File: src/design/rpx_pkg.sv
package rpx_pkg;

    // Array geometry, pointer and pixel widths.
    localparam int unsigned ACTIVE_ROWS = 3024;
    localparam int unsigned ACTIVE_COLS = 4536;
    localparam int unsigned EXTRA_LINES = 24;
    localparam int unsigned TOTAL_ROWS  = ACTIVE_ROWS + EXTRA_LINES;
    localparam int unsigned TOTAL_COLS  = ACTIVE_COLS + EXTRA_LINES;
    localparam int unsigned COL_GROUP   = 4;
    localparam int unsigned PTR_W       = 13;
    localparam int unsigned PIX_W       = 10;
    localparam int unsigned NUM_OUT     = 4;

    // Configuration word layout, shifted in over the serial port or written over the bus.
    localparam int unsigned CFG_W        = 12;
    localparam int unsigned CFG_XSUB_LSB = 0;
    localparam int unsigned CFG_YSUB_LSB = 3;
    localparam int unsigned CFG_AMP_LSB  = 6;
    localparam int unsigned CFG_XB_AUTO  = 10;
    localparam int unsigned CFG_XB_INIT  = 11;
    localparam logic [CFG_W-1:0] CFG_RESET = 12'h7C1;

    // Subsampling codes for the two pointer kinds.
    localparam logic [2:0] XSUB_SKIP20 = 3'h3;
    localparam logic [2:0] XSUB_SKIP4  = 3'h4;
    localparam logic [2:0] XSUB_SKIP8  = 3'h5;
    localparam logic [2:0] YSUB_FULL   = 3'h1;
    localparam logic [2:0] YSUB_SKIP4  = 3'h3;
    localparam logic [2:0] YSUB_SKIP10 = 3'h5;
    localparam logic [PTR_W-1:0] SKIP_2  = 13'h0002;
    localparam logic [PTR_W-1:0] SKIP_4  = 13'h0004;
    localparam logic [PTR_W-1:0] SKIP_8  = 13'h0008;
    localparam logic [PTR_W-1:0] SKIP_10 = 13'h000A;
    localparam logic [PTR_W-1:0] SKIP_20 = 13'h0014;

    // Register map on the bus.
    localparam int unsigned ADDR_W = 8;
    localparam logic [ADDR_W-1:0] REG_CONFIG    = 8'h00;
    localparam logic [ADDR_W-1:0] REG_STATUS    = 8'h04;
    localparam logic [ADDR_W-1:0] REG_READ_ROW  = 8'h08;
    localparam logic [ADDR_W-1:0] REG_RESET_ROW = 8'h0C;
    localparam logic [ADDR_W-1:0] REG_COLUMN    = 8'h10;
    localparam logic [1:0] RESP_OKAY   = 2'h0;
    localparam logic [1:0] RESP_SLVERR = 2'h2;

    typedef enum logic [2:0] {
        SEQ_IDLE,
        SEQ_SIG,
        SEQ_RST,
        SEQ_REF,
        SEQ_OUT
    } rpx_seq_t;

endpackage

File: src/design/rpx_pointer.sv
`timescale 1ns/10ps
`default_nettype none
module rpx_pointer #(
    parameter int unsigned TOTAL  = 3048,
    parameter int unsigned ACTIVE = 3024,
    parameter int unsigned GROUP  = 1,
    parameter bit          PAIRED = 1'b1
) (
    input  wire logic                     aclk,
    input  wire logic                     aresetn,
    input  wire logic                     step_clk,
    input  wire logic                     sync,
    input  wire logic [rpx_pkg::PTR_W-1:0] skip,
    output logic      [rpx_pkg::PTR_W-1:0] pos,
    output logic                          adv
);
    import rpx_pkg::*;

    localparam logic [PTR_W-1:0] TOTAL_C  = PTR_W'(TOTAL);
    localparam logic [PTR_W-1:0] ACTIVE_C = PTR_W'(ACTIVE);
    localparam logic [PTR_W-1:0] GROUP_C  = PTR_W'(GROUP);

    typedef struct packed {
        logic             clk_d;
        logic [PTR_W-1:0] pos;
        logic             adv;
    } rpx_ptr_st_t;

    rpx_ptr_st_t st_ff;
    rpx_ptr_st_t nxt_st;
    logic        rise;
    logic [PTR_W:0] step;

    assign rise = step_clk & ~st_ff.clk_d;

    ////////////////////////////////////////////////////////////////////////////////
    always_comb begin
        nxt_st       = st_ff;
        nxt_st.clk_d = step_clk;
        nxt_st.adv   = 1'b0;
        step         = {1'b0, st_ff.pos} + {1'b0, GROUP_C};
        // The extra lines past the active area never subsample.
        if ((st_ff.pos < ACTIVE_C) && (!PAIRED || st_ff.pos[0])) begin
            step = step + {1'b0, skip};
            if (step > {1'b0, ACTIVE_C}) begin
                step = {1'b0, ACTIVE_C};
            end
        end
        if (rise) begin
            nxt_st.adv = 1'b1;
            if (sync) begin
                nxt_st.pos = '0;
            end else if (step >= {1'b0, TOTAL_C}) begin
                nxt_st.pos = '0;
            end else begin
                nxt_st.pos = step[PTR_W-1:0];
            end
        end
    end

    always_ff @(posedge aclk) begin
        if (!aresetn) begin
            st_ff <= '0;
        end else begin
            st_ff <= nxt_st;
        end
    end

    assign pos = st_ff.pos;
    assign adv = st_ff.adv;
endmodule // rpx_pointer
`default_nettype wire

File: src/design/rpx_top.sv
// Implementation choices: the AXI4-Lite slave port and the placing of the registers.
`timescale 1ns/10ps
`default_nettype none
module rpx_top (
    input  wire logic                       aclk,
    input  wire logic                       aresetn,
    input  wire logic [rpx_pkg::ADDR_W-1:0] s_axi_awaddr,
    input  wire logic                       s_axi_awvalid,
    output logic                            s_axi_awready,
    input  wire logic [31:0]                s_axi_wdata,
    input  wire logic [3:0]                 s_axi_wstrb,
    input  wire logic                       s_axi_wvalid,
    output logic                            s_axi_wready,
    output logic [1:0]                      s_axi_bresp,
    output logic                            s_axi_bvalid,
    input  wire logic                       s_axi_bready,
    input  wire logic [rpx_pkg::ADDR_W-1:0] s_axi_araddr,
    input  wire logic                       s_axi_arvalid,
    output logic                            s_axi_arready,
    output logic [31:0]                     s_axi_rdata,
    output logic [1:0]                      s_axi_rresp,
    output logic                            s_axi_rvalid,
    input  wire logic                       s_axi_rready,
    input  wire logic                       cfg_sclk,
    input  wire logic                       cfg_sdata,
    input  wire logic                       cfg_load,
    input  wire logic                       readout_pointer_clock,
    input  wire logic                       readout_pointer_sync,
    input  wire logic                       reset_pointer_clock,
    input  wire logic                       reset_pointer_sync,
    input  wire logic                       column_clock,
    input  wire logic                       column_sync,
    input  wire logic                       crossbar_clock,
    input  wire logic                       crossbar_sync,
    input  wire logic [rpx_pkg::PIX_W-1:0]  pixel_level0,
    input  wire logic [rpx_pkg::PIX_W-1:0]  pixel_level1,
    input  wire logic [rpx_pkg::PIX_W-1:0]  pixel_level2,
    input  wire logic [rpx_pkg::PIX_W-1:0]  pixel_level3,
    output logic      [rpx_pkg::PTR_W-1:0]  read_row,
    output logic      [rpx_pkg::PTR_W-1:0]  reset_row,
    output logic      [rpx_pkg::PTR_W-1:0]  column,
    output logic                            shutter_reset_pulse,
    output logic                            signal_sample_hold,
    output logic                            row_reset_pulse,
    output logic      [rpx_pkg::PTR_W-1:0]  row_reset_addr,
    output logic                            reset_level_sample_hold,
    output logic                            crossbar_swapped,
    output logic      [3:0]                 amp_operate,
    output logic      [rpx_pkg::PIX_W-1:0]  pixel_out0,
    output logic      [rpx_pkg::PIX_W-1:0]  pixel_out1,
    output logic      [rpx_pkg::PIX_W-1:0]  pixel_out2,
    output logic      [rpx_pkg::PIX_W-1:0]  pixel_out3
);
    import rpx_pkg::*;

    typedef struct packed {
        logic                             aw_have;
        logic [ADDR_W-1:0]                awaddr;
        logic                             w_have;
        logic [31:0]                      wdata;
        logic [3:0]                       wstrb;
        logic                             awready;
        logic                             wready;
        logic                             bvalid;
        logic [1:0]                       bresp;
        logic                             arready;
        logic                             rvalid;
        logic [31:0]                      rdata;
        logic [1:0]                       rresp;
        logic [CFG_W-1:0]                 cfg;
        logic [CFG_W-1:0]                 shift;
        logic                             sclk_d;
        logic                             load_d;
        logic                             xclk_d;
        logic                             xbar;
        rpx_seq_t                         seq;
        logic [NUM_OUT-1:0][PIX_W-1:0]    sig;
        logic [NUM_OUT-1:0][PIX_W-1:0]    lvl;
        logic [NUM_OUT-1:0][PIX_W-1:0]    diff;
        logic [NUM_OUT-1:0][PIX_W-1:0]    out;
        logic                             ssh;
        logic                             rsh;
        logic                             row_rst;
        logic [PTR_W-1:0]                 rst_addr;
    } rpx_st_t;

    rpx_st_t                       st_ff;
    rpx_st_t                       nxt_st;
    logic [NUM_OUT-1:0][PIX_W-1:0] pix_in;
    logic [NUM_OUT-1:0][PIX_W-1:0] routed;
    logic [PTR_W-1:0]              yskip;
    logic [PTR_W-1:0]              xskip;
    logic                          rd_adv;
    logic                          rs_adv;
    logic                          load_rise;
    logic                          cfg_wr;
    logic                          xclk_rise;

    assign pix_in    = {pixel_level3, pixel_level2, pixel_level1, pixel_level0};
    assign load_rise = cfg_load & ~st_ff.load_d;
    assign xclk_rise = crossbar_clock & ~st_ff.xclk_d;
    assign cfg_wr    = st_ff.aw_have && st_ff.w_have && !st_ff.bvalid
                       && st_ff.awaddr == REG_CONFIG;

    ////////////////////////////////////////////////////////////////////////////////
    // Skip distances decoded from the active configuration word.
    always_comb begin
        unique case (st_ff.cfg[CFG_YSUB_LSB +: 3])
            YSUB_FULL:   yskip = '0;
            YSUB_SKIP4:  yskip = SKIP_4;
            YSUB_SKIP10: yskip = SKIP_10;
            default:     yskip = SKIP_2;
        endcase
        unique case (st_ff.cfg[CFG_XSUB_LSB +: 3])
            XSUB_SKIP20: xskip = SKIP_20;
            XSUB_SKIP4:  xskip = SKIP_4;
            XSUB_SKIP8:  xskip = SKIP_8;
            default:     xskip = '0;
        endcase
    end

    rpx_pointer #(.TOTAL(TOTAL_ROWS), .ACTIVE(ACTIVE_ROWS), .GROUP(1), .PAIRED(1'b1))
    u_read_ptr (
        .aclk     (aclk),
        .aresetn  (aresetn),
        .step_clk (readout_pointer_clock),
        .sync     (readout_pointer_sync),
        .skip     (yskip),
        .pos      (read_row),
        .adv      (rd_adv)
    );

    // The shutter pointer shares the subsampling of the readout pointer so that a lead
    // set by the controller is preserved row for row.
    rpx_pointer #(.TOTAL(TOTAL_ROWS), .ACTIVE(ACTIVE_ROWS), .GROUP(1), .PAIRED(1'b1))
    u_reset_ptr (
        .aclk     (aclk),
        .aresetn  (aresetn),
        .step_clk (reset_pointer_clock),
        .sync     (reset_pointer_sync),
        .skip     (yskip),
        .pos      (reset_row),
        .adv      (rs_adv)
    );

    rpx_pointer #(.TOTAL(TOTAL_COLS), .ACTIVE(ACTIVE_COLS), .GROUP(COL_GROUP), .PAIRED(1'b0))
    u_col_ptr (
        .aclk     (aclk),
        .aresetn  (aresetn),
        .step_clk (column_clock),
        .sync     (column_sync),
        .skip     (xskip),
        .pos      (column),
        .adv      ()
    );

    ////////////////////////////////////////////////////////////////////////////////
    // Green sits on even columns of green-red rows and odd columns of the others, so
    // swapping neighbour pairs on alternate rows keeps green on outputs 0 and 2.
    always_comb begin
        for (int i = 0; i < NUM_OUT; i++) begin
            routed[i] = st_ff.xbar ? st_ff.diff[i ^ 1] : st_ff.diff[i];
        end
    end

    always_comb begin
        nxt_st        = st_ff;
        nxt_st.sclk_d = cfg_sclk;
        nxt_st.load_d = cfg_load;
        nxt_st.xclk_d = crossbar_clock;
        nxt_st.ssh    = 1'b0;
        nxt_st.rsh    = 1'b0;
        nxt_st.row_rst = 1'b0;

        // Serial configuration port: bits shift in quietly and only the load edge
        // commits them, so a half-shifted word never reaches the logic.
        if (cfg_sclk && !st_ff.sclk_d) begin
            nxt_st.shift = {st_ff.shift[CFG_W-2:0], cfg_sdata};
        end

        // Bus write channels are taken in either order and answered once both are held.
        if (s_axi_awvalid && st_ff.awready) begin
            nxt_st.aw_have = 1'b1;
            nxt_st.awaddr  = s_axi_awaddr;
        end
        if (s_axi_wvalid && st_ff.wready) begin
            nxt_st.w_have = 1'b1;
            nxt_st.wdata  = s_axi_wdata;
            nxt_st.wstrb  = s_axi_wstrb;
        end
        if (st_ff.aw_have && st_ff.w_have && !st_ff.bvalid) begin
            nxt_st.aw_have = 1'b0;
            nxt_st.w_have  = 1'b0;
            nxt_st.bvalid  = 1'b1;
            nxt_st.bresp   = (st_ff.awaddr == REG_CONFIG) ? RESP_OKAY : RESP_SLVERR;
            if (cfg_wr) begin
                if (st_ff.wstrb[0]) begin
                    nxt_st.cfg[7:0] = st_ff.wdata[7:0];
                end
                if (st_ff.wstrb[1]) begin
                    nxt_st.cfg[CFG_W-1:8] = st_ff.wdata[CFG_W-1:8];
                end
            end
        end else if (st_ff.bvalid && s_axi_bready) begin
            nxt_st.bvalid = 1'b0;
        end
        // A serial load in the same cycle as a bus write overrides it.
        if (load_rise) begin
            nxt_st.cfg = st_ff.shift;
        end

        if (s_axi_arvalid && st_ff.arready) begin
            nxt_st.rvalid = 1'b1;
            nxt_st.rresp  = RESP_OKAY;
            unique case (s_axi_araddr)
                REG_CONFIG:    nxt_st.rdata = {20'h00000, st_ff.cfg};
                REG_STATUS:    nxt_st.rdata = {28'h0000000, st_ff.seq != SEQ_IDLE,
                                               st_ff.cfg[CFG_XB_AUTO], 1'b0, st_ff.xbar};
                REG_READ_ROW:  nxt_st.rdata = {19'h00000, read_row};
                REG_RESET_ROW: nxt_st.rdata = {19'h00000, reset_row};
                REG_COLUMN:    nxt_st.rdata = {19'h00000, column};
                default: begin
                    nxt_st.rdata = 32'h00000000;
                    nxt_st.rresp = RESP_SLVERR;
                end
            endcase
        end else if (st_ff.rvalid && s_axi_rready) begin
            nxt_st.rvalid = 1'b0;
        end
        nxt_st.awready = !nxt_st.aw_have && !nxt_st.bvalid;
        nxt_st.wready  = !nxt_st.w_have && !nxt_st.bvalid;
        nxt_st.arready = !nxt_st.rvalid;

        // Crossbar: sync takes priority over toggling on the same clock edge.
        if (xclk_rise) begin
            if (crossbar_sync) begin
                nxt_st.xbar = st_ff.cfg[CFG_XB_INIT];
            end else if (st_ff.cfg[CFG_XB_AUTO]) begin
                nxt_st.xbar = ~st_ff.xbar;
            end
        end

        // Per-row double sampling: signal, second reset of the same row, reset level.
        unique case (st_ff.seq)
            SEQ_IDLE: begin
                if (rd_adv) begin
                    nxt_st.seq = SEQ_SIG;
                end
            end
            SEQ_SIG: begin
                nxt_st.ssh      = 1'b1;
                nxt_st.sig      = pix_in;
                nxt_st.rst_addr = read_row;
                nxt_st.seq      = SEQ_RST;
            end
            SEQ_RST: begin
                nxt_st.row_rst = 1'b1;
                nxt_st.seq     = SEQ_REF;
            end
            SEQ_REF: begin
                nxt_st.rsh = 1'b1;
                nxt_st.lvl = pix_in;
                nxt_st.seq = SEQ_OUT;
            end
            SEQ_OUT: begin
                // Video falls with light, so reset level minus signal, floored at zero.
                for (int i = 0; i < NUM_OUT; i++) begin
                    nxt_st.diff[i] = (st_ff.lvl[i] > st_ff.sig[i])
                                     ? PIX_W'(st_ff.lvl[i] - st_ff.sig[i]) : '0;
                end
                nxt_st.seq = SEQ_IDLE;
            end
        endcase

        for (int i = 0; i < NUM_OUT; i++) begin
            nxt_st.out[i] = st_ff.cfg[CFG_AMP_LSB + i] ? routed[i] : '0;
        end
    end

    always_ff @(posedge aclk) begin
        if (!aresetn) begin
            st_ff     <= '0;
            st_ff.cfg <= CFG_RESET;
        end else begin
            st_ff <= nxt_st;
        end
    end

    ////////////////////////////////////////////////////////////////////////////////
    assign s_axi_awready           = st_ff.awready;
    assign s_axi_wready            = st_ff.wready;
    assign s_axi_bvalid            = st_ff.bvalid;
    assign s_axi_bresp             = st_ff.bresp;
    assign s_axi_arready           = st_ff.arready;
    assign s_axi_rvalid            = st_ff.rvalid;
    assign s_axi_rdata             = st_ff.rdata;
    assign s_axi_rresp             = st_ff.rresp;
    assign shutter_reset_pulse     = rs_adv;
    assign signal_sample_hold      = st_ff.ssh;
    assign row_reset_pulse         = st_ff.row_rst;
    assign row_reset_addr          = st_ff.rst_addr;
    assign reset_level_sample_hold = st_ff.rsh;
    assign crossbar_swapped        = st_ff.xbar;
    assign amp_operate             = st_ff.cfg[CFG_AMP_LSB +: 4];
    assign pixel_out0              = st_ff.out[0];
    assign pixel_out1              = st_ff.out[1];
    assign pixel_out2              = st_ff.out[2];
    assign pixel_out3              = st_ff.out[3];
endmodule // rpx_top
`default_nettype wire

File: config.mk
export PLATFORM = sky130hd
export DESIGN_NAME = rpx_top
export DESIGN_NICKNAME = d
export VERILOG_FILES = /design/src/design/rpx_pkg.sv /design/src/design/rpx_pointer.sv /design/src/design/rpx_top.sv
export SDC_FILE = /design/constraint.sdc
export NUM_CORES = 1
export LEC_CHECK = 0
export BUFFER_PORTS_ARGS = -buffer_cell sky130_fd_sc_hd__buf_4
export CELL_PAD_IN_SITES_DETAIL_PLACEMENT = 0
export CELL_PAD_IN_SITES_GLOBAL_PLACEMENT = 2
export CORE_MARGIN = 2
export CORE_UTILIZATION = 30
export CTS_BUF_LIST = sky130_fd_sc_hd__clkbuf_16
export DETAILED_ROUTE_END_ITERATION = 10
export PLACE_DENSITY = 0.76
export SLEW_MARGIN = 20
export SYNTH_ARGS = -nofsm -noshare
export SYNTH_HDL_FRONTEND = slang
export SYNTH_SLANG_ARGS = --single-unit
File: constraint.sdc
create_clock -name aclk -period 8.3 [get_ports aclk]
set_input_delay 0.83 -clock aclk [delete_from_list [all_inputs] [get_ports aclk]]
set_output_delay 0.83 -clock aclk [all_outputs]
set_load 0.05 [all_outputs]
## After elaboration in Yosys (flattened, before gate mapping)

Index checks and enable logic that the tools add are counted.

- Eq/ne operators: 15
- Muxes and demuxes: 47
- Bitwise operators: 11
- Reductions and logical operators: 36
- Add/subtract/negate cells: 10
- $lt $le $gt $ge: 13

Operator list:

| kind | number |
|---|---|
| $mux 14 | 6 |
| $mux 10 | 8 |
| $mux 13 | 6 |
| $pmux 13 s5 | 1 |
| $gt 10x10->1 | 4 |
| $sub 10x10->10 | 4 |
| $mux 37 | 1 |
| $mux 12 | 3 |
| $add 13x1->14 const B | 2 |
| $add 14x4->14 | 2 |
| $ge 14x12->1 const B | 2 |
| $gt 14x12->1 const B | 2 |
| $lt 13x12->1 const B | 2 |
| $eq 8x4->1 const B | 2 |
| $logic_not 8->1 | 2 |
| $pmux 3 s5 | 1 |
| $pmux 5 s3 | 1 |
| $add 13x3->14 const B | 1 |
| $add 14x5->14 | 1 |
| $ge 14x13->1 const B | 1 |
| $gt 14x13->1 const B | 1 |
| $logic_and 1x1->1 | 13 |
| $lt 13x13->1 const B | 1 |
| $mux 1 | 13 |
| 21 further kinds | 52 |

- Bits in registers: 338
- Output and inout bits: 142
- Input port bits: 110

## Logic depth before layout (Yosys ltp)

- Depth after elaboration: 9
- Mapped depth: 17
- Gate-level depth less buffers: 15

## Hierarchy

Synthesis repeated with hierarchy kept, for this count alone.

- Cells, all modules: 2130
- Area, all modules: 17586.9 sq um

By module, submodules not included:

| module | cells each | area an instance (sq um) | instances |
|---|---|---|---|
| rpx_top | 1418 | 11726.2 | 1 |
| rpx_pointer at u_read_ptr ... | 244 | 1996.9 | 2 |
| rpx_pointer at u_col_ptr | 224 | 1866.8 | 1 |

## Worst setup path after synthesis

No wires, ideal clock.

- Path type: register to register
- From: register u_read_ptr.st_ff (netlist bit u_read_ptr.pos[0])
- To: register u_read_ptr.st_ff (netlist bit u_read_ptr.pos[5])
- Arrival: 3.566 ns
- Library setup time: 0.117 ns
- Stages on the path, launching flop included: 18
- Buffers on the path: 3
- Setup slack: 4.618 ns
- Required time: 8.183 ns
- Cell sequence: dfxtp_1 > clkbuf_1 > nand3_1 > xor2_1 > inv_1 > ha_1 > clkbuf_1 > and4b_1 > a21oi_1 > a31oi_1 > nand4_1 > xor2_1 > a31oi_1 > or2_1 > clkbuf_1 > and2_1 > a31o_2 > a22o_1

- Word-level cells in the longest chain between the ends: 8
- Elaborated cells between the ends (all ways): 10
- Those cells by class: add/sub (2); order compare (3); mux (4); reduce/logical (1)

RTL lines:

| what | line | RTL |
|---|---|---|
| from (decl) | rpx_pointer.sv:29 | `rpx_ptr_st_t st_ff;` |
| from (signal assigned) | rpx_pointer.sv:65 | `st_ff <= nxt_st;` |
| $add 13x1->14 | rpx_pointer.sv:41 | `step = {1'b0, st_ff.pos} + {1'b0, GROUP_C};` |
| $add 14x4->14 | rpx_pointer.sv:44 | `step = step + {1'b0, skip};` |
| $gt 14x12->1 | rpx_pointer.sv:45 | `if (step > {1'b0, ACTIVE_C}) begin` |
| $mux 14 | rpx_pointer.sv:45 |  |
| $mux 14 (*) | rpx_pointer.sv:43 | `if ((st_ff.pos < ACTIVE_C) && (!PAIRED \|\| st_ff.pos[0])) begin` |
| $ge 14x12->1 | rpx_pointer.sv:53 | `end else if (step >= {1'b0, TOTAL_C}) begin` |
| $mux 13 (*) | rpx_pointer.sv:53 |  |
| $mux 13 (*) | rpx_pointer.sv:51 | `if (sync) begin` |

Mark *: on every way between the ends. The rest lies on a longest branch, timed or not.
A chain may end at the register's enable or synchronous reset.

## Final worst setup path

- From: register u_reset_ptr.st_ff (netlist bit u_reset_ptr.pos[0])
- To: register u_reset_ptr.st_ff (netlist bit u_reset_ptr.pos[6])

- Word-level cells in the longest chain between the ends: 8
- Elaborated cells between the ends (all ways): 10
- Those cells by class: add/sub (2); order compare (3); mux (4); reduce/logical (1)

RTL lines:

| what | line |
|---|---|
| from (decl) | rpx_pointer.sv:29 |
| from (signal assigned) | rpx_pointer.sv:65 |
| $add 13x1->14 | rpx_pointer.sv:41 |
| $add 14x4->14 | rpx_pointer.sv:44 |
| $gt 14x12->1 | rpx_pointer.sv:45 |
| $mux 14 | rpx_pointer.sv:45 |
| $mux 14 (*) | rpx_pointer.sv:43 |
| $ge 14x12->1 | rpx_pointer.sv:53 |
| $mux 13 (*) | rpx_pointer.sv:53 |
| $mux 13 (*) | rpx_pointer.sv:51 |

Marks and branches as above.

==> flow_summary.toml <==
[outcome]
status = "finished, final reports clean"

[floorplanning]
design.die.area_mm2 = 0.0561
start_util_pct = 30.3
die_boundary_width_um = 237
die_y_um = 237
core_area_mm2 = 0.0537
boundaryPins = 252
row_count = 85

[setup_path]
worstPathBufferInverterCount = 0
crit_start = "u_reset_ptr.pos[0]$_SDFFE_PN0P_"
worstSetupPathDepth = 13
worst_ep_required_time_ns = 8.74
slowest_stage = "dfxtp_1"
critPathMaxFanout = 10
regToRegSetupSlack_ns = 3.93
r2r-end = "u_reset_ptr.pos[6]$_SDFFE_PN0P_"
worstSetupStartpointType = "flop"
critPathTopFamily = "simple AND/OR/NAND/NOR gates"
crit_end = "u_reset_ptr.pos[6]$_SDFFE_PN0P_"
cpPeakStageDelay_ns = 0.53
cp_data_arrival_time_ns = 4.81
r2r.worst_path.cells = 13
critPathKind = "reg2reg"
critical_path.reg2reg.startpoint = "u_reset_ptr.pos[0]$_SDFFE_PN0P_"
cp_cell_sequence = "ha_1 > xor2_2 > xor2_1 > ha_1 > a21o_1 > a21oi_1 > or3_4 > mux2_4 > a41o_1 > a311oi_2 > or3b_4 > nand2b_1 > o21ai_0"
worst_path_most_repeated_cell = "ha_1"
end_kind = "flop"

[placement]
placed_cells_incl_taps = 2764
portBuffers = 208
dp_hpwl_um = 36800
preCtsSetupSlack_ns = 3.99
gpl.final_weighted_congestion = 0.850

[power]
combPwrFrac_pct = 15.9
power.net_switching_mw = 1.08
power.ir.vdd_worst_uv = 140
clockPowerShare_pct = 42.7
power_density_mw_per_mm2 = 195
seq_power_share_pct = 41.5
leak_pwr_nw = 7.29
p_sw_share_pct = 29.8
internal_power_mw = 2.54

[timing]
final.setup_skew_ns = 0.0197
setup_repair_after_global_routing_missed_its_margin = "false"
holdWs_ns = 0.448
final-setup-viol-count = 0
maxSlewViolCount = 0
min_period_ns = 4.37
maxClockFrequency_ghz = 0.229
setup_ws_ns = 3.93
relSlewSlack_pct = 30.0
report.final.hold_viol_count = 0
layout_worst_path_cycle_share_pct = 52.7
tightest_slew_ns = 1.05
finalSetupTns_ns = 0

[grt]
number_of_global_route_vias_before_repair = 13576
grt_first_pass_wirelength_um = 79600
gr-total-overflow = 0
grt_start_max_net_pins = 70
antenna_violations_before_repair = 0
groute.usage.overall_pct = 18.1

[logic_synthesis]
yosys.cell_count.top_type = "nand2_1"
syn-cell-area_mm2 = 0.0163
post_synth.cell_area_avg_um2 = 7.83
synth_top_cell_by_area = "dfxtp_1"
synth_flop_cell = "dfxtp_1"
synth_enable_flop_cells = 0
yosys_warnings = 0
syn-instance-count = 2078
post_synth_num_cell_types = 86
synth_async_sr_flop_share_pct = 0
synth.ff_latch_count = 295
synth_largest_type_area_fraction_pct = 36.3
synth_common_cells = "368 x nand2_1, 295 x dfxtp_1, 197 x nor2_1"
yosysSeqAreaShare_pct = 36.3
yosys-top-cells-area = "dfxtp_1 36%, nand2_1 8.5%, buf_4 6.3%"

[flow_run]
maxCapViolations = 0

[clocking]
cts_hold_repair.buffers = 0
cts_inserted_buffers = 38
cts_sinks = 295
cts_resized = 0
cts.repair_timing.setup_buffer_count = 0
clock_tree_from_tritoncts = "done"
clk_pin_slew_worst_paths_ns = 0.06
htreeDepth = 2
cts_buffer_depth = 3
root_buffer = "clkbuf_16"
worstSkewPairLatency_ns = 0.58

[cells_and_area]
filler_cell_count = 5669
fin_nets = 2275
post_layout_nonfiller_instances = 2833
post_route_cells_drive_above_1_share_pct = 14.3
layout-area-overhead-vs-synth_pct = 14.2

[drt]
drt_drc_violations_left = 0
ant_nets = 0
total_via_count_in_the_routed_design = 14194
routed_wirelength_um = 51700
detail_route.vias_per_cell = 5.01
routed_wire_length_per_instance_um = 18.2
drc_violation_total_after_the_first_tritonroute_iteration = 920
firstDrtPassIters = 7

[hold_path]
min_path_cells = 1
hold_class = "reg2reg"
[registers in the layout, summed over array words and instances, names as in the netlist, 4 cells and up]
| name | flops |
|---|---|
| amp_operate | 4 |
| pixel_out0 | 10 |
| pixel_out1 | 10 |
| pixel_out2 | 10 |
| pixel_out3 | 10 |
| row_reset_addr | 13 |
| s_axi_rdata | 13 |
| st_ff | 170 |
| u_col_ptr.pos | 13 |
| u_read_ptr.pos | 13 |
| u_reset_ptr.pos | 13 |
[power by group through the flow]
stage                     clock (mW)  sequential, mW  combinational, mW
final                           1.55            1.50              0.575
after global routing            1.65            1.51              0.645
after CTS                       1.60            1.50              0.582
after detailed placement           0            1.53              0.578
after global placement             0            1.53              0.577
after floorplan                    0            1.53              0.414
[through the flow]
step	power (mW)	area [um^2]	utilization, %
6_report	3.62	18600	34.6
5_1_grt	3.80	18600	34.6
4_1_cts	3.68	18600	34.6
3_5_place_dp	2.11	17400	32.5
3_3_place_gp	2.11	17400	32.5
2_1_floorplan	1.94	16300	-
[cells by family (layout without fill, tap and decap cells)]
family	Yosys count	after routing	share of synthesized area [%]
compound gates	471	471	18.7
xor+xnor	68	68	3.75
fa+ha+maj	59	59	4.74
buf+inv	337	375	11.0
flops	295	295	36.3
mux	68	68	4.24
other cells	1	22	0.0230
simple gates	779	779	21.3
[layout make-up]
type / instances / area, um^2 / area share (%)
clock inverter: 30 / 204 / 1.10
antenna: 1 / 2.50 / 0.0135
inverter: 89 / 339 / 1.82
clock buffer: 38 / 951 / 5.11
tap: 696 / 871 / 4.68
timing repair buffer: 218 / 1640 / 8.80
multi-input combinational: 1466 / 8680 / 46.7
sequential: 295 / 5910 / 31.8
[how the worst min path moves through the flow]
| stage | from | end | slack, ns |
|---|---|---|---|
| floorplan | st_ff[293]$_SDFF_PN0_ | s_axi_awready$_SDFF_PN0_ | 0.42 |
| global placement | st_ff[285]$_SDFFE_PN0P_ | st_ff[285]$_SDFFE_PN0P_ | 0.44 |
| detailed placement | st_ff[284]$_SDFF_PN0_ | s_axi_wready$_SDFF_PN0_ | 0.44 |
| CTS | st_ff[284]$_SDFF_PN0_ | s_axi_wready$_SDFF_PN0_ | 0.45 |
| global route | st_ff[194]$_SDFFE_PN0P_ | st_ff[194]$_SDFFE_PN0P_ | 0.47 |
| finish | st_ff[284]$_SDFF_PN0_ | s_axi_wready$_SDFF_PN0_ | 0.45 |
[cells in the final DEF (no fill, tap or decap), drive strengths merged, types with 10 or more instances in the layout]
cell    Yosys  layout
a21oi     172     172
inv        89      99
clkinv      0      19
nand2     369     369
and3       17      17
o22ai      17      17
a21boi     14      14
a21o       16      16
o21ai      73      73
ha         52      52
nor2      197     197
clkbuf     95      38
nand3      33      33
conb        1      21
o21a       11      11
a211oi     12      12
or3        12      12
nor3       24      24
nand4      19      19
mux2i      64      64
a31oi      10      10
xnor2      33      33
nand2b     17      17
xor2       35      35
a22oi      53      53
and2       29      29
buf       153     218
a22o       18      18
dfxtp     295     295
nor2b      18      18
[layer usage]
metal	global-route usage, %	vias to the layer above	routed length (um)
li1	-	7036	-
met1	24.9	6800	25000
met5	0	-	0
met3	2.46	67	1840
met4	5.16	0	1140
met2	29.4	291	23700
Power figures use the tool's default switching activity.
